[config.mk]
export PLATFORM = sky130hd
export DESIGN_NAME = rftag_tag_flat
export DESIGN_NICKNAME = d
export VERILOG_FILES = /design/src/rftag_pkg.sv /design/src/rftag_if.sv /design/src/rftag_crc.sv /design/src/rftag_tag.sv /design/src/flat_wrapper.sv
export VERILOG_INCLUDE_DIRS = /design/src
export SDC_FILE = /design/constraint.sdc
export NUM_CORES = 1
export LEC_CHECK = 0
export ABC_AREA = 1
export BUFFER_PORTS_ARGS = -buffer_cell sky130_fd_sc_hd__buf_2
export CAP_MARGIN = 20
export CORE_MARGIN = 2
export CORE_UTILIZATION = 45
export CTS_CLUSTER_DIAMETER = 200
export DETAILED_ROUTE_END_ITERATION = 10
export GPL_TIMING_DRIVEN = 1
export PLACE_DENSITY = 0.63
export SYNTH_ARGS = -nofsm -noshare
export SYNTH_HDL_FRONTEND = slang
export SYNTH_SLANG_ARGS = --single-unit
[constraint.sdc]
create_clock -name sys_clk -period 2.9 [get_ports sys_clk]
set_clock_uncertainty 0.1 [all_clocks]
set_input_delay 0.435 -clock sys_clk [delete_from_list [all_inputs] [get_ports sys_clk]]
set_output_delay 0.435 -clock sys_clk [all_outputs]
set_load 0.02 [all_outputs]
[src/rftag_defs.svh]
`ifndef RFTAG_DEFS_SVH
`define RFTAG_DEFS_SVH
`define RFTAG_CMD_SELECT      8'h25
`define RFTAG_CMD_RESET_READY 8'h26
`define RFTAG_CMD_WRITE_AFI   8'h27
`define RFTAG_CMD_LOCK_AFI    8'h28
`define RFTAG_ERR_OPTION      8'h03
`define RFTAG_ERR_GENERIC     8'h0F
`define RFTAG_ERR_LOCKED      8'h11
`define RFTAG_ERR_WR_LOCKED   8'h12
`define RFTAG_ERR_PROG_FAIL   8'h13
`define RFTAG_ERR_LOCK_FAIL   8'h14
`define RFTAG_FLAG_ERROR_BIT  0
`define RFTAG_FLAG_SELECT_BIT 4
`define RFTAG_FLAG_ADDR_BIT   5
`define RFTAG_FLAG_OPTION_BIT 6
`define RFTAG_RSP_OK          8'h00
`define RFTAG_RSP_ERR         8'h01
`define RFTAG_CRC_PRESET      16'hFFFF
`define RFTAG_CRC_POLY_REFL   16'h8408
`define RFTAG_CRC_RESIDUE     16'hF0B8
`define RFTAG_CLK_MHZ         50
`define RFTAG_NOMINAL_RESPONSE_DELAY_NS        320900
`define RFTAG_WT_SLOT_COUNT   18
`define RFTAG_WT_SLOT_NS      302000
`define RFTAG_WT_NS (`RFTAG_NOMINAL_RESPONSE_DELAY_NS + `RFTAG_WT_SLOT_COUNT * `RFTAG_WT_SLOT_NS)
`define RFTAG_WT_CYCLES (`RFTAG_WT_NS * `RFTAG_CLK_MHZ / 1000)
`define RFTAG_AFI_RESET       8'h00
`endif

[src/rftag_pkg.sv]
package rftag_pkg;
    typedef enum logic [5:0] {
        RX_IDLE = 6'h01,
        RX_BODY = 6'h02,
        RX_EXEC = 6'h04,
        RX_PROG = 6'h08,
        RX_RESP = 6'h10,
        RX_DONE = 6'h20
    } rftag_state_t;
    typedef enum logic [1:0] {
        TAG_READY    = 2'h1,
        TAG_SELECTED = 2'h2
    } rftag_mode_t;
    function automatic logic [15:0] rftag_crc_byte(input logic [15:0] crc,
                                                  input logic [7:0]  data);
        logic [15:0] c;
        c = crc ^ {8'h00, data};
        for (int i = 0; i < 8; i++) begin
            c = c[0] ? ((c >> 1) ^ 16'h8408) : (c >> 1);
        end
        return c;
    endfunction
endpackage

[src/rftag_if.sv]
`timescale 1ns/1ps
interface rftag_if;
    logic       reqValid;
    logic       reqSof;
    logic       reqEof;
    logic [7:0] reqByte;
    logic       rspValid;
    logic       rspSof;
    logic       rspEof;
    logic [7:0] rspByte;
    logic       progBusy;
    modport tag (input reqValid, reqSof, reqEof, reqByte,
                 output rspValid, rspSof, rspEof, rspByte, progBusy);
    modport reader (output reqValid, reqSof, reqEof, reqByte,
                    input rspValid, rspSof, rspEof, rspByte, progBusy);
endinterface

[src/rftag_crc.sv]
`timescale 1ns/1ps
module rftag_crc (
    input  wire logic        sys_clk,  // clock
    input  wire logic        rst_n,    // async reset
    input  wire logic        clkEn,    // freeze when low
    input  wire logic        init,     // preset the checksum
    input  wire logic        feed,     // fold in one byte
    input  wire logic [7:0]  data,     // byte to fold
    output logic      [15:0] crc       // running checksum
);
    always_ff @(posedge sys_clk or negedge rst_n) begin
        if (!rst_n) begin
            crc <= 16'hFFFF;
        end else if (clkEn) begin
            if (init) begin
                crc <= 16'hFFFF;
            end else if (feed) begin
                crc <= rftag_pkg::rftag_crc_byte(crc, data);
            end
        end
    end
endmodule

[src/rftag_tag.sv]
`timescale 1ns/1ps
`include "rftag_defs.svh"
module rftag_tag #(
    parameter logic [63:0] OWN_UID   = 64'hE000_0000_1234_5678,
    parameter int          WT_CYCLES = `RFTAG_WT_CYCLES,
    parameter int          T1_CYCLES = `RFTAG_NOMINAL_RESPONSE_DELAY_NS * `RFTAG_CLK_MHZ / 1000
) (
    input  wire logic       sys_clk,    // 50 MHz clock
    input  wire logic       rst_n,      // async reset, active low
    input  wire logic       clkEn,      // freeze when low
    rftag_if.tag            link,       // frame link to reader
    input  wire logic [7:0] nvAfi,      // stored identifier
    input  wire logic       nvLocked,   // stored lock bit
    input  wire logic       nvFail,     // store reports failure
    output logic            nvWrite,    // store identifier pulse
    output logic            nvLock,     // store lock pulse
    output logic      [7:0] nvData,     // identifier to store
    output logic            selected    // tag in Selected state
);
    localparam int WT_W = $clog2(WT_CYCLES + 1);
    rftag_pkg::rftag_state_t state_q;
    rftag_pkg::rftag_mode_t  mode_q;
    logic [7:0]  buf_q [0:11];
    logic [3:0]  cnt_q;
    logic        over_q;
    logic [WT_W-1:0] tmr_q;
    logic [7:0]  code_q;
    logic        isErr_q;
    logic [1:0]  rspIdx_q;
    logic [2:0]  rspStep_q;
    logic [15:0] crc;
    logic [15:0] rspCrc;
    logic        crcInit;
    logic        crcFeed;
    logic [7:0]  crcData;
    logic [7:0]  flags;
    logic [7:0]  cmd;
    logic        addr;
    logic        uidMatch;
    logic [63:0] rxUid;
    logic [3:0]  needLen;
    logic [7:0]  rxAfi;
    logic [7:0]  rspFlags;

    assign flags = buf_q[0];
    assign cmd   = buf_q[1];
    assign addr  = flags[`RFTAG_FLAG_ADDR_BIT] || cmd == `RFTAG_CMD_SELECT;
    always_comb begin
        rxUid = '0;
        for (int i = 0; i < 8; i++) begin
            rxUid[8*i +: 8] = buf_q[2+i];
        end
    end
    assign uidMatch = !addr || rxUid == OWN_UID;
    assign rxAfi    = addr ? buf_q[10] : buf_q[2];
    // bytes expected including CRC
    always_comb begin
        case (cmd)
            `RFTAG_CMD_WRITE_AFI: needLen = addr ? 4'd13 : 4'd5;
            default:              needLen = addr ? 4'd12 : 4'd4;
        endcase
    end
    assign rspFlags = isErr_q ? `RFTAG_RSP_ERR : `RFTAG_RSP_OK;

    assign crcInit = link.reqValid && link.reqSof || state_q == rftag_pkg::RX_EXEC;
    assign crcFeed = (link.reqValid && state_q == rftag_pkg::RX_BODY && !link.reqEof)
                  || (state_q == rftag_pkg::RX_RESP && link.rspValid && rspStep_q != 3'd0
                      && rspIdx_q < 2'd2
                      && !(rspIdx_q == 2'd1 && !isErr_q));
    assign crcData = state_q == rftag_pkg::RX_RESP ? link.rspByte : link.reqByte;
    rftag_crc u_crc (
        .sys_clk (sys_clk),
        .rst_n   (rst_n),
        .clkEn   (clkEn),
        .init    (crcInit),
        .feed    (crcFeed),
        .data    (crcData),
        .crc     (crc)
    );
    assign rspCrc = ~crc;

    always_ff @(posedge sys_clk or negedge rst_n) begin
        if (!rst_n) begin
            cnt_q  <= 4'd0;
            over_q <= 1'b0;
            for (int i = 0; i < 12; i++) begin
                buf_q[i] <= 8'h00;
            end
        end else if (clkEn && link.reqValid) begin
            if (link.reqSof) begin
                cnt_q  <= 4'd0;
                over_q <= 1'b0;
            end else if (state_q == rftag_pkg::RX_BODY && !link.reqEof) begin
                if (cnt_q < 4'd12) begin
                    buf_q[cnt_q] <= link.reqByte;
                end
                if (cnt_q == 4'd15) begin
                    over_q <= 1'b1;
                end else begin
                    cnt_q <= cnt_q + 4'd1;
                end
            end
        end
    end

    always_ff @(posedge sys_clk or negedge rst_n) begin
        if (!rst_n) begin
            state_q  <= rftag_pkg::RX_IDLE;
            mode_q   <= rftag_pkg::TAG_READY;
            tmr_q    <= '0;
            code_q   <= 8'h00;
            isErr_q  <= 1'b0;
            rspIdx_q <= 2'd0;
            nvWrite  <= 1'b0;
            nvLock   <= 1'b0;
            nvData   <= `RFTAG_AFI_RESET;
        end else if (clkEn) begin
            nvWrite <= 1'b0;
            nvLock  <= 1'b0;
            case (state_q)
                rftag_pkg::RX_IDLE: begin
                    if (link.reqValid && link.reqSof) begin
                        state_q <= rftag_pkg::RX_BODY;
                    end
                end
                rftag_pkg::RX_BODY: begin
                    if (link.reqValid && link.reqEof) begin
                        state_q <= rftag_pkg::RX_EXEC;
                    end
                end
                rftag_pkg::RX_EXEC: begin
                    state_q  <= rftag_pkg::RX_DONE;
                    rspIdx_q <= 2'd0;
                    tmr_q    <= WT_W'(T1_CYCLES);
                    isErr_q  <= 1'b0;
                    if (crc != `RFTAG_CRC_RESIDUE || over_q || cnt_q != needLen) begin
                        state_q <= rftag_pkg::RX_IDLE;
                    end else if (cmd == `RFTAG_CMD_SELECT) begin
                        if (!uidMatch) begin
                            if (mode_q == rftag_pkg::TAG_SELECTED) begin
                                mode_q <= rftag_pkg::TAG_READY;
                            end
                        end else if (flags[`RFTAG_FLAG_OPTION_BIT]) begin
                            isErr_q <= 1'b1;
                            code_q  <= `RFTAG_ERR_OPTION;
                            state_q <= rftag_pkg::RX_RESP;
                        end else begin
                            mode_q  <= rftag_pkg::TAG_SELECTED;
                            state_q <= rftag_pkg::RX_RESP;
                        end
                    end else if (!uidMatch) begin
                        state_q <= rftag_pkg::RX_IDLE;
                    end else if (cmd == `RFTAG_CMD_RESET_READY) begin
                        state_q <= rftag_pkg::RX_RESP;
                        if (flags[`RFTAG_FLAG_OPTION_BIT]) begin
                            isErr_q <= 1'b1;
                            code_q  <= `RFTAG_ERR_OPTION;
                        end else begin
                            mode_q <= rftag_pkg::TAG_READY;
                        end
                    end else if (cmd == `RFTAG_CMD_WRITE_AFI) begin
                        if (nvLocked) begin
                            isErr_q <= 1'b1;
                            code_q  <= `RFTAG_ERR_WR_LOCKED;
                            state_q <= rftag_pkg::RX_RESP;
                        end else begin
                            nvWrite <= 1'b1;
                            nvData  <= rxAfi;
                            tmr_q   <= WT_W'(WT_CYCLES);
                            state_q <= rftag_pkg::RX_PROG;
                        end
                    end else if (cmd == `RFTAG_CMD_LOCK_AFI) begin
                        if (nvLocked) begin
                            isErr_q <= 1'b1;
                            code_q  <= `RFTAG_ERR_LOCKED;
                            state_q <= rftag_pkg::RX_RESP;
                        end else begin
                            nvLock  <= 1'b1;
                            tmr_q   <= WT_W'(WT_CYCLES);
                            state_q <= rftag_pkg::RX_PROG;
                        end
                    end else begin
                        state_q <= rftag_pkg::RX_IDLE;
                    end
                end
                rftag_pkg::RX_PROG: begin
                    // option flag ignored: answer only after the cycle ends
                    if (tmr_q != '0) begin
                        tmr_q <= tmr_q - WT_W'(1);
                    end else begin
                        state_q <= rftag_pkg::RX_RESP;
                        if (nvFail) begin
                            isErr_q <= 1'b1;
                            code_q  <= cmd == `RFTAG_CMD_WRITE_AFI ? `RFTAG_ERR_PROG_FAIL
                                                                 : `RFTAG_ERR_LOCK_FAIL;
                        end else if (nvData != nvAfi && cmd == `RFTAG_CMD_WRITE_AFI) begin
                            isErr_q <= 1'b1;
                            code_q  <= `RFTAG_ERR_GENERIC;
                        end
                    end
                end
                rftag_pkg::RX_RESP: begin
                    if (link.rspValid) begin
                        if (link.rspEof) begin
                            state_q <= rftag_pkg::RX_IDLE;
                        end else if (rspStep_q == 3'd0) begin
                            rspIdx_q <= 2'd0;
                        end else if (rspIdx_q == 2'd0 && !isErr_q) begin
                            rspIdx_q <= 2'd2;
                        end else begin
                            rspIdx_q <= rspIdx_q + 2'd1;
                        end
                    end
                end
                rftag_pkg::RX_DONE: begin
                    state_q <= rftag_pkg::RX_IDLE;
                end
                default: begin
                    state_q <= rftag_pkg::RX_IDLE;
                end
            endcase
        end
    end

    // response stream: sof, flags, [code], crc lo, crc hi, eof marker
    always_ff @(posedge sys_clk or negedge rst_n) begin
        if (!rst_n) begin
            rspStep_q <= 3'd0;
        end else if (clkEn) begin
            if (state_q != rftag_pkg::RX_RESP) begin
                rspStep_q <= 3'd0;
            end else if (link.rspValid) begin
                rspStep_q <= rspStep_q + 3'd1;
            end
        end
    end
    assign link.rspValid = state_q == rftag_pkg::RX_RESP;
    assign link.rspSof   = link.rspValid && rspStep_q == 3'd0;
    assign link.rspEof   = link.rspValid && rspStep_q == (isErr_q ? 3'd5 : 3'd4);
    always_comb begin
        case (rspIdx_q)
            2'd0:    link.rspByte = rspFlags;
            2'd1:    link.rspByte = code_q;
            2'd2:    link.rspByte = rspCrc[7:0];
            default: link.rspByte = rspCrc[15:8];
        endcase
    end
    assign link.progBusy = state_q == rftag_pkg::RX_PROG;
    assign selected      = mode_q == rftag_pkg::TAG_SELECTED;
endmodule

[src/flat_wrapper.sv]
// flat-port wrapper written by rule: the top's interface ports become plain ports
module rftag_tag_flat 
#(
    parameter logic [63:0] OWN_UID   = 64'hE000_0000_1234_5678,
    parameter int          WT_CYCLES = `RFTAG_WT_CYCLES,
    parameter int          T1_CYCLES = `RFTAG_NOMINAL_RESPONSE_DELAY_NS * `RFTAG_CLK_MHZ / 1000
)
  (sys_clk, rst_n, clkEn, nvAfi, nvLocked, nvFail, nvWrite, nvLock, nvData, selected, link_reqValid, link_reqSof, link_reqEof, link_reqByte, link_rspValid, link_rspSof, link_rspEof, link_rspByte, link_progBusy);
  rftag_if link_i ();
  input  wire logic sys_clk;
  input  wire logic rst_n;
  input  wire logic clkEn;
  input  wire logic [7:0] nvAfi;
  input  wire logic nvLocked;
  input  wire logic nvFail;
  output logic nvWrite;
  output logic nvLock;
  output logic      [7:0] nvData;
  output logic selected;
  input wire logic [$bits(link_i.reqValid)-1:0] link_reqValid;
  input wire logic [$bits(link_i.reqSof)-1:0] link_reqSof;
  input wire logic [$bits(link_i.reqEof)-1:0] link_reqEof;
  input wire logic [$bits(link_i.reqByte)-1:0] link_reqByte;
  output wire logic [$bits(link_i.rspValid)-1:0] link_rspValid;
  output wire logic [$bits(link_i.rspSof)-1:0] link_rspSof;
  output wire logic [$bits(link_i.rspEof)-1:0] link_rspEof;
  output wire logic [$bits(link_i.rspByte)-1:0] link_rspByte;
  output wire logic [$bits(link_i.progBusy)-1:0] link_progBusy;
  assign link_i.reqValid = link_reqValid;
  assign link_i.reqSof = link_reqSof;
  assign link_i.reqEof = link_reqEof;
  assign link_i.reqByte = link_reqByte;
  assign link_rspValid = link_i.rspValid;
  assign link_rspSof = link_i.rspSof;
  assign link_rspEof = link_i.rspEof;
  assign link_rspByte = link_i.rspByte;
  assign link_progBusy = link_i.progBusy;
  rftag_tag #(.OWN_UID(OWN_UID), .WT_CYCLES(WT_CYCLES), .T1_CYCLES(T1_CYCLES)) u_core (.sys_clk(sys_clk), .rst_n(rst_n), .clkEn(clkEn), .link(link_i), .nvAfi(nvAfi), .nvLocked(nvLocked), .nvFail(nvFail), .nvWrite(nvWrite), .nvLock(nvLock), .nvData(nvData), .selected(selected));
endmodule
==> Yosys cells after proc, flatten, opt, wreduce, memory -nomap -nowiden <==
Cells that the tools add are included.
{ "classes": {"n_addsub": 4, "n_mul": 0, "n_div": 0, "n_lt_le_gt_ge": 4, "n_eq_ne": 34, "shifts": 0, "muxes": 104, "bitwise": 16, "n_reduce_logical": 50} }
{ "ops": {"columns": ["op", "n"], "rows": [
  ["$mux W16", 10],
  ["$mux W19", 8],
  ["$mux W8", 16],
  ["$bwmux W96", 1],
  ["$eq A64 B64 Y1 const B", 1],
  ["$mux W6", 10],
  ["$pmux W19 S2", 1],
  ["$demux W8 S4", 1],
  ["$eq A8 B6 Y1 const B", 4],
  ["$mux W1", 31],
  ["$pmux W6 S5", 1],
  ["$mux W4", 6],
  ["$not A2 Y3", 8],
  ["$pmux W8 S3", 1],
  ["$mux W2", 10],
  ["$reduce_bool A19 Y1", 1],
  ["$sub A19 B1 Y19 const B", 1],
  ["$reduce_bool A2 Y1", 9],
  ["$ne A16 B16 Y1 const B", 1],
  ["$ne A2 B2 Y1 const B", 8],
  ["$not A16 Y16", 1],
  ["$pmux W8 S2", 1],
  ["$reduce_and A8 Y1", 2],
  ["$xor A16 B8 Y16", 1],
  ["39 further kinds", 78]
]} }
{ "word_totals": {"ff_bits": 168, "latchBits": 0, "ram_bits": 0, "rom_bits": 0, "input_bits": 24, "out_inout_bits": 23, "wordCells": 237, "memories": 0} }

==> Longest topological paths before layout <==
{ "logic_depth": {"depth_word": 22, "depth_mapped": 15} }

==> Hierarchy <==
A second synthesis with hierarchy kept.
{ "hier_totals": {"hier_cells": 1126, "hier_area_um2": 8545.7} }
{ "by_module_without_submodules": {"columns": ["mod", "n_inst", "cells_per_inst", "area_per_inst_um2", "seq_area_each_um2"], "rows": [
  ["rftag_tag", 1, 951, 7372.1, 3455.8],
  ["rftag_crc", 1, 175, 1173.6, 420.4]
]} }

==> Worst setup path after synthesis <==
No wires, ideal clock.
{ "synth_timing": {"path_kind": "register -> output", "startpoint": "register u_core.state_q[3]", "endpoint": "output port link_rspSof", "arrival_ns": 1.514, "t_required_ns": 2.365, "setup_slack_ns": 0.851, "path_stages_with_launch": 5, "path_cell_list": "dfrtp_1 -> nor2_2 -> nand3_1 -> buf_2 -> nor3_1"} }
{ "synth_between": {"elab_chain_len": 2} }
{ "synth_rtl": {"columns": ["item", "line_no", "rtl"], "rows": [
  ["start, declared", "rftag_tag.sv:21", "rftag_pkg::rftag_state_t state_q;"],
  ["start signal, assigned", "rftag_tag.sv:108", "state_q <= rftag_pkg::RX_IDLE;"],
  ["start signal, assigned", "rftag_tag.sv:123", "state_q <= rftag_pkg::RX_BODY;"],
  ["start signal, assigned", "rftag_tag.sv:128", "state_q <= rftag_pkg::RX_EXEC;"],
  ["$eq A6 B5 Y1", "rftag_tag.sv:237", "assign link.rspValid = state_q == rftag_pkg::RX_RESP;"],
  ["$logic_and A1 B1 Y1", "rftag_tag.sv:238", "assign link.rspSof = link.rspValid && rspStep_q == 3'd0;"],
  ["end, declared", "flat_wrapper.sv:25", "output wire logic [$bits(link_i.rspSof)-1:0] link_rspSof;"]
]} }
No other way between the ends.

==> Worst setup path in the final report <==
{ "layout_timing": {"startpoint": "register u_core.state_q[1]", "endpoint": "output port link_progBusy"} }
{ "layout_between": {"elab_chain_len": 1} }
{ "layout_rtl": {"columns": ["item", "line_no", "rtl"], "rows": [
  ["$eq A6 B4 Y1", "rftag_tag.sv:248", "assign link.progBusy = state_q == rftag_pkg::RX_PROG;"],
  ["end, declared", "flat_wrapper.sv:28", "output wire logic [$bits(link_i.progBusy)-1:0] link_progBusy;"]
]} }
No other way between the ends.

==> impl_summary.log <==
[metrics] CTS tree: done
[metrics] total congestion overflow: 0
[metrics] final hold violation count: 0
[metrics] count of warnings emitted by yosys: 0
[metrics] commonest non-fill, non-tap cell in the layout: nand2_1
[metrics] unrepaired setup endpoints after global routing: no
[metrics] final weighted congestion in routability-driven placement: between 0.8 and 0.9
[metrics] number of pins with negative max-slew slack in the final report: 0
[metrics] kind of path behind the tightest hold check: in2reg
[metrics] register area share after synthesis: 45.1%
[metrics] crit path max fanout: 15
[metrics] most used flip-flop cell after synthesis: dfrtp_1
[metrics] count of buffers inserted at the top-level ports: 46
[metrics] vias after detailed routing: about 7300
[metrics] Static Leakage: around 4.7 nW
[metrics] buffer cell driving the clock tree root: clkbuf_16
[metrics] type of the worst setup path: reg2out
[metrics] Worst-path clk slew: 0.06 ns
[metrics] First-pass DRT Iterations: 5
[metrics] cell area after synthesis: 8590 µm²
[metrics] count of mapped cells out of synthesis: approximately 1100
[metrics] count of maximum capacitance violations: 0
[metrics] number of different library cells in the post-synthesis netlist: 47
[metrics] area overhead of the layout relative to synthesis: 12.2%
[metrics] Overall Global Routing Usage: a little over a fifth
[metrics] Die Span X: about 140 µm
[metrics] post-synthesis area per instance: 7.58 µm²
[metrics] half-perimeter wire length after detailed placement: approximately 15000 µm
[metrics] synthesized flop and latch total: around 150
[metrics] Min Clock Period, post-route: ~2.5 ns
[metrics] post-route antenna net violation count: 0
[metrics] Synth Net Count: 1169
[metrics] routed wire length: about 21000 µm
[metrics] post-CTS setup buffers: 0
[metrics] I/O Pins: 47
[metrics] IR Drop Worst-Case VDD: 0.413 mV
[metrics] status: finished, final reports clean
[metrics] Setup crit end kind: primary output
[metrics] kind of start point of the critical path: flop
[metrics] WL/cell: between 10 and 15 µm
[metrics] total inserted antenna cells: 0
[metrics] TritonCTS Buffers: 17
[metrics] non-filler cells, final: ~1400
[metrics] Initial Utilization: 45.9%
[metrics] Setup TNS: 0 ns
[metrics] antenna violations before repair: 0
[metrics] signal arrival time at the worst endpoint: 1.95 ns
[metrics] commonest cells after routing, fill and taps aside: nand2_1, dfrtp_1, nand3_1
[metrics] number of flops mapped to enable cells by yosys: 0
[metrics] via-per-instance ratio: ~5
[metrics] Rows: 50
[metrics] vias in the first global route: roughly 6900
[metrics] number of endpoints failing setup at the final stage: 0
[metrics] CTS Sinks: roughly 150
[metrics] highest clock rate: 0.402 GHz
[metrics] WP data required: about 2.4 ns
[metrics] cts-stage hold buffer count: 1
[metrics] Iter 0 DRT Violations: 568
[metrics] Die Span Y: roughly 140 µm
[metrics] number of gates resized after cts: 0
[metrics] fill cell total of the finished layout: ~1800
[metrics] # nets final: about 1200
[metrics] async set or reset register ratio after synthesis: 100%
[metrics] PwrDens: between 700 and 800 nW/µm²
[metrics] worst hold margin: roughly 0.24 ns
[metrics] global-route wire length before repair: ~35000 µm
[metrics] fraction of final layout cells with drive strength greater than 1: a little over an eighth
[metrics] Clock Latency Late Sink: about 0.43 ns
[metrics] DRC: 0
[metrics] maximum number of pins on one net before global-route repair: 64
[metrics] # placed instances: around 1400
[metrics] htree depth: 4
[metrics] worst slew slack as a fraction of its limit: a little under three fifths
[metrics] ratio of final minimum period to clock period: a little under nine tenths
[metrics] floorplan core area: between 15000 and 20000 µm²
[metrics] Slew @ Worst Pin: between 0.6 and 0.7 ns
[metrics] total die area: around 20000 µm²
[metrics] clk buf depth: 2
-- critical path, cell delays in order, from the launching register on --
cell,delay [ns]
dfrtp_1,0.41
nor2_2,0.20
nand4_2,0.32
inv_2,0.37
buf_2,0.23
-- layout make-up --
class                   count  area (µm²)  area share [%]
clock buffers              19         443            4.59
clock inverters            12         166            1.73
inverters                 107         402            4.17
multi-input cells         839        4100            42.5
flip-flops and latches    154        3880            40.2
well taps                 234         293            3.04
repair buffers             61         364            3.78
-- per-layer routing --
layer / routed length (µm) / up-vias / global-route usage [%]
met1: 10000 / 3400 / 30.3
met2: 9860 / 154 / 35.8
met5: 0 / - / 0
met3: 898 / 15 / 4.17
met4: 198 / 0 / 5.05
li1: - / 3775 / -
-- per-stage QoR --
stage / worst slack, ns / area [µm²] / power (mW) / util (%)
after global routing: 0.290 / 9640 / 7.56 / 51.5
after global placement: 0.501 / 9020 / 4.77 / 48.2
after floorplan: 0.851 / 8590 / 4.24 / -
after detailed placement: 0.458 / 9020 / 4.79 / 48.2
final: 0.412 / 9640 / 7.12 / 51.5
after CTS: 0.421 / 9640 / 7.15 / 51.5
-- logic make-up after synthesis --
kind of cell / count (synthesis) / synth area share, %
flops: 154 / 45.1
xor+xnor: 19 / 1.94
buf+inv: 140 / 7.19
simple gates: 643 / 33.2
mux: 6 / 0.699
compound gates: 159 / 10.1
fa+ha+maj: 12 / 1.75
-- state kept, by name (all words and copies together), names as in the netlist --
| signal | flops |
|---|---|
| u_core.cmd | 8 |
| u_core.nvData | 8 |
| u_core.code_q | 8 |
| u_core.mode_q | 2 |
| u_core.isErr_q | 1 |
| u_core.cnt_q | 4 |
| u_core.state_q | 6 |
| u_core.flags | 2 |
| u_core.rspIdx_q | 2 |
| u_core.over_q | 1 |
| u_core.nvLock | 1 |
| u_core.rspStep_q | 3 |
| u_core.u_crc.crc | 16 |
| u_core.buf_q | 72 |
| u_core.nvWrite | 1 |
| u_core.tmr_q | 19 |
-- power by group --
part / internal [mW] / switching [mW] / total, mW
logic: 0.638 / 1.26 / 1.89
registers: 2.55 / 0.343 / 2.89
clock network: 1.39 / 0.952 / 2.34
total: 4.57 / 2.55 / 7.12
-- Yosys cell counts (2+ instances only) --
master	number	share of area, %
a22oi_1	3	0.26
nor3_1	11	0.64
nor2_1	93	4.1
nor2_4	3	0.39
o211ai_1	2	0.17
nand3_2	2	0.23
xnor2_1	9	0.92
nand3_1	109	6.4
a31oi_1	7	0.51
or2_1	2	0.15
o21ai_1	98	5.7
mux2i_1	6	0.70
a21oi_1	16	0.93
inv_2	10	0.44
nand3b_1	2	0.17
dfstp_2	18	5.5
ha_1	12	1.7
o22ai_1	3	0.22
clkbuf_1	16	0.70
nand3_4	9	1.8
o21ai_0	15	0.87
buf_4	2	0.17
o31ai_1	3	0.26
nand2_2	4	0.29
inv_1	96	4.2
nand4_1	15	1.1
nor2_2	8	0.58
a211oi_1	3	0.26
xor2_1	10	1.0
or2_0	2	0.15
buf_2	5	0.29
nand2_1	377	16
dfrtp_1	136	40
o21ai_2	4	0.41
buf_6	9	1.2
nor3_2	2	0.23
-- path summary, 6_finish.rpt --
check / cells past startpoint / startpoint / end / slack, ns
worst max-delay path: 4 / u_core.state_q[1] / link_progBusy / 0.41
min in group asynchronous: 2 / rst_n / u_core.tmr_q[3] / 0.47
max in group asynchronous: 3 / rst_n / u_core.buf_q[30] / 1.43
worst max register to register: 11 / u_core.state_q[0] / u_core.u_crc.crc[7] / 0.49
worst min register to register: 2 / u_core.mode_q[1] / u_core.mode_q[1] / 0.37
worst min-delay path: 4 / nvLocked / u_core.nvLock / 0.24
(Power assumes the default switching activity.)
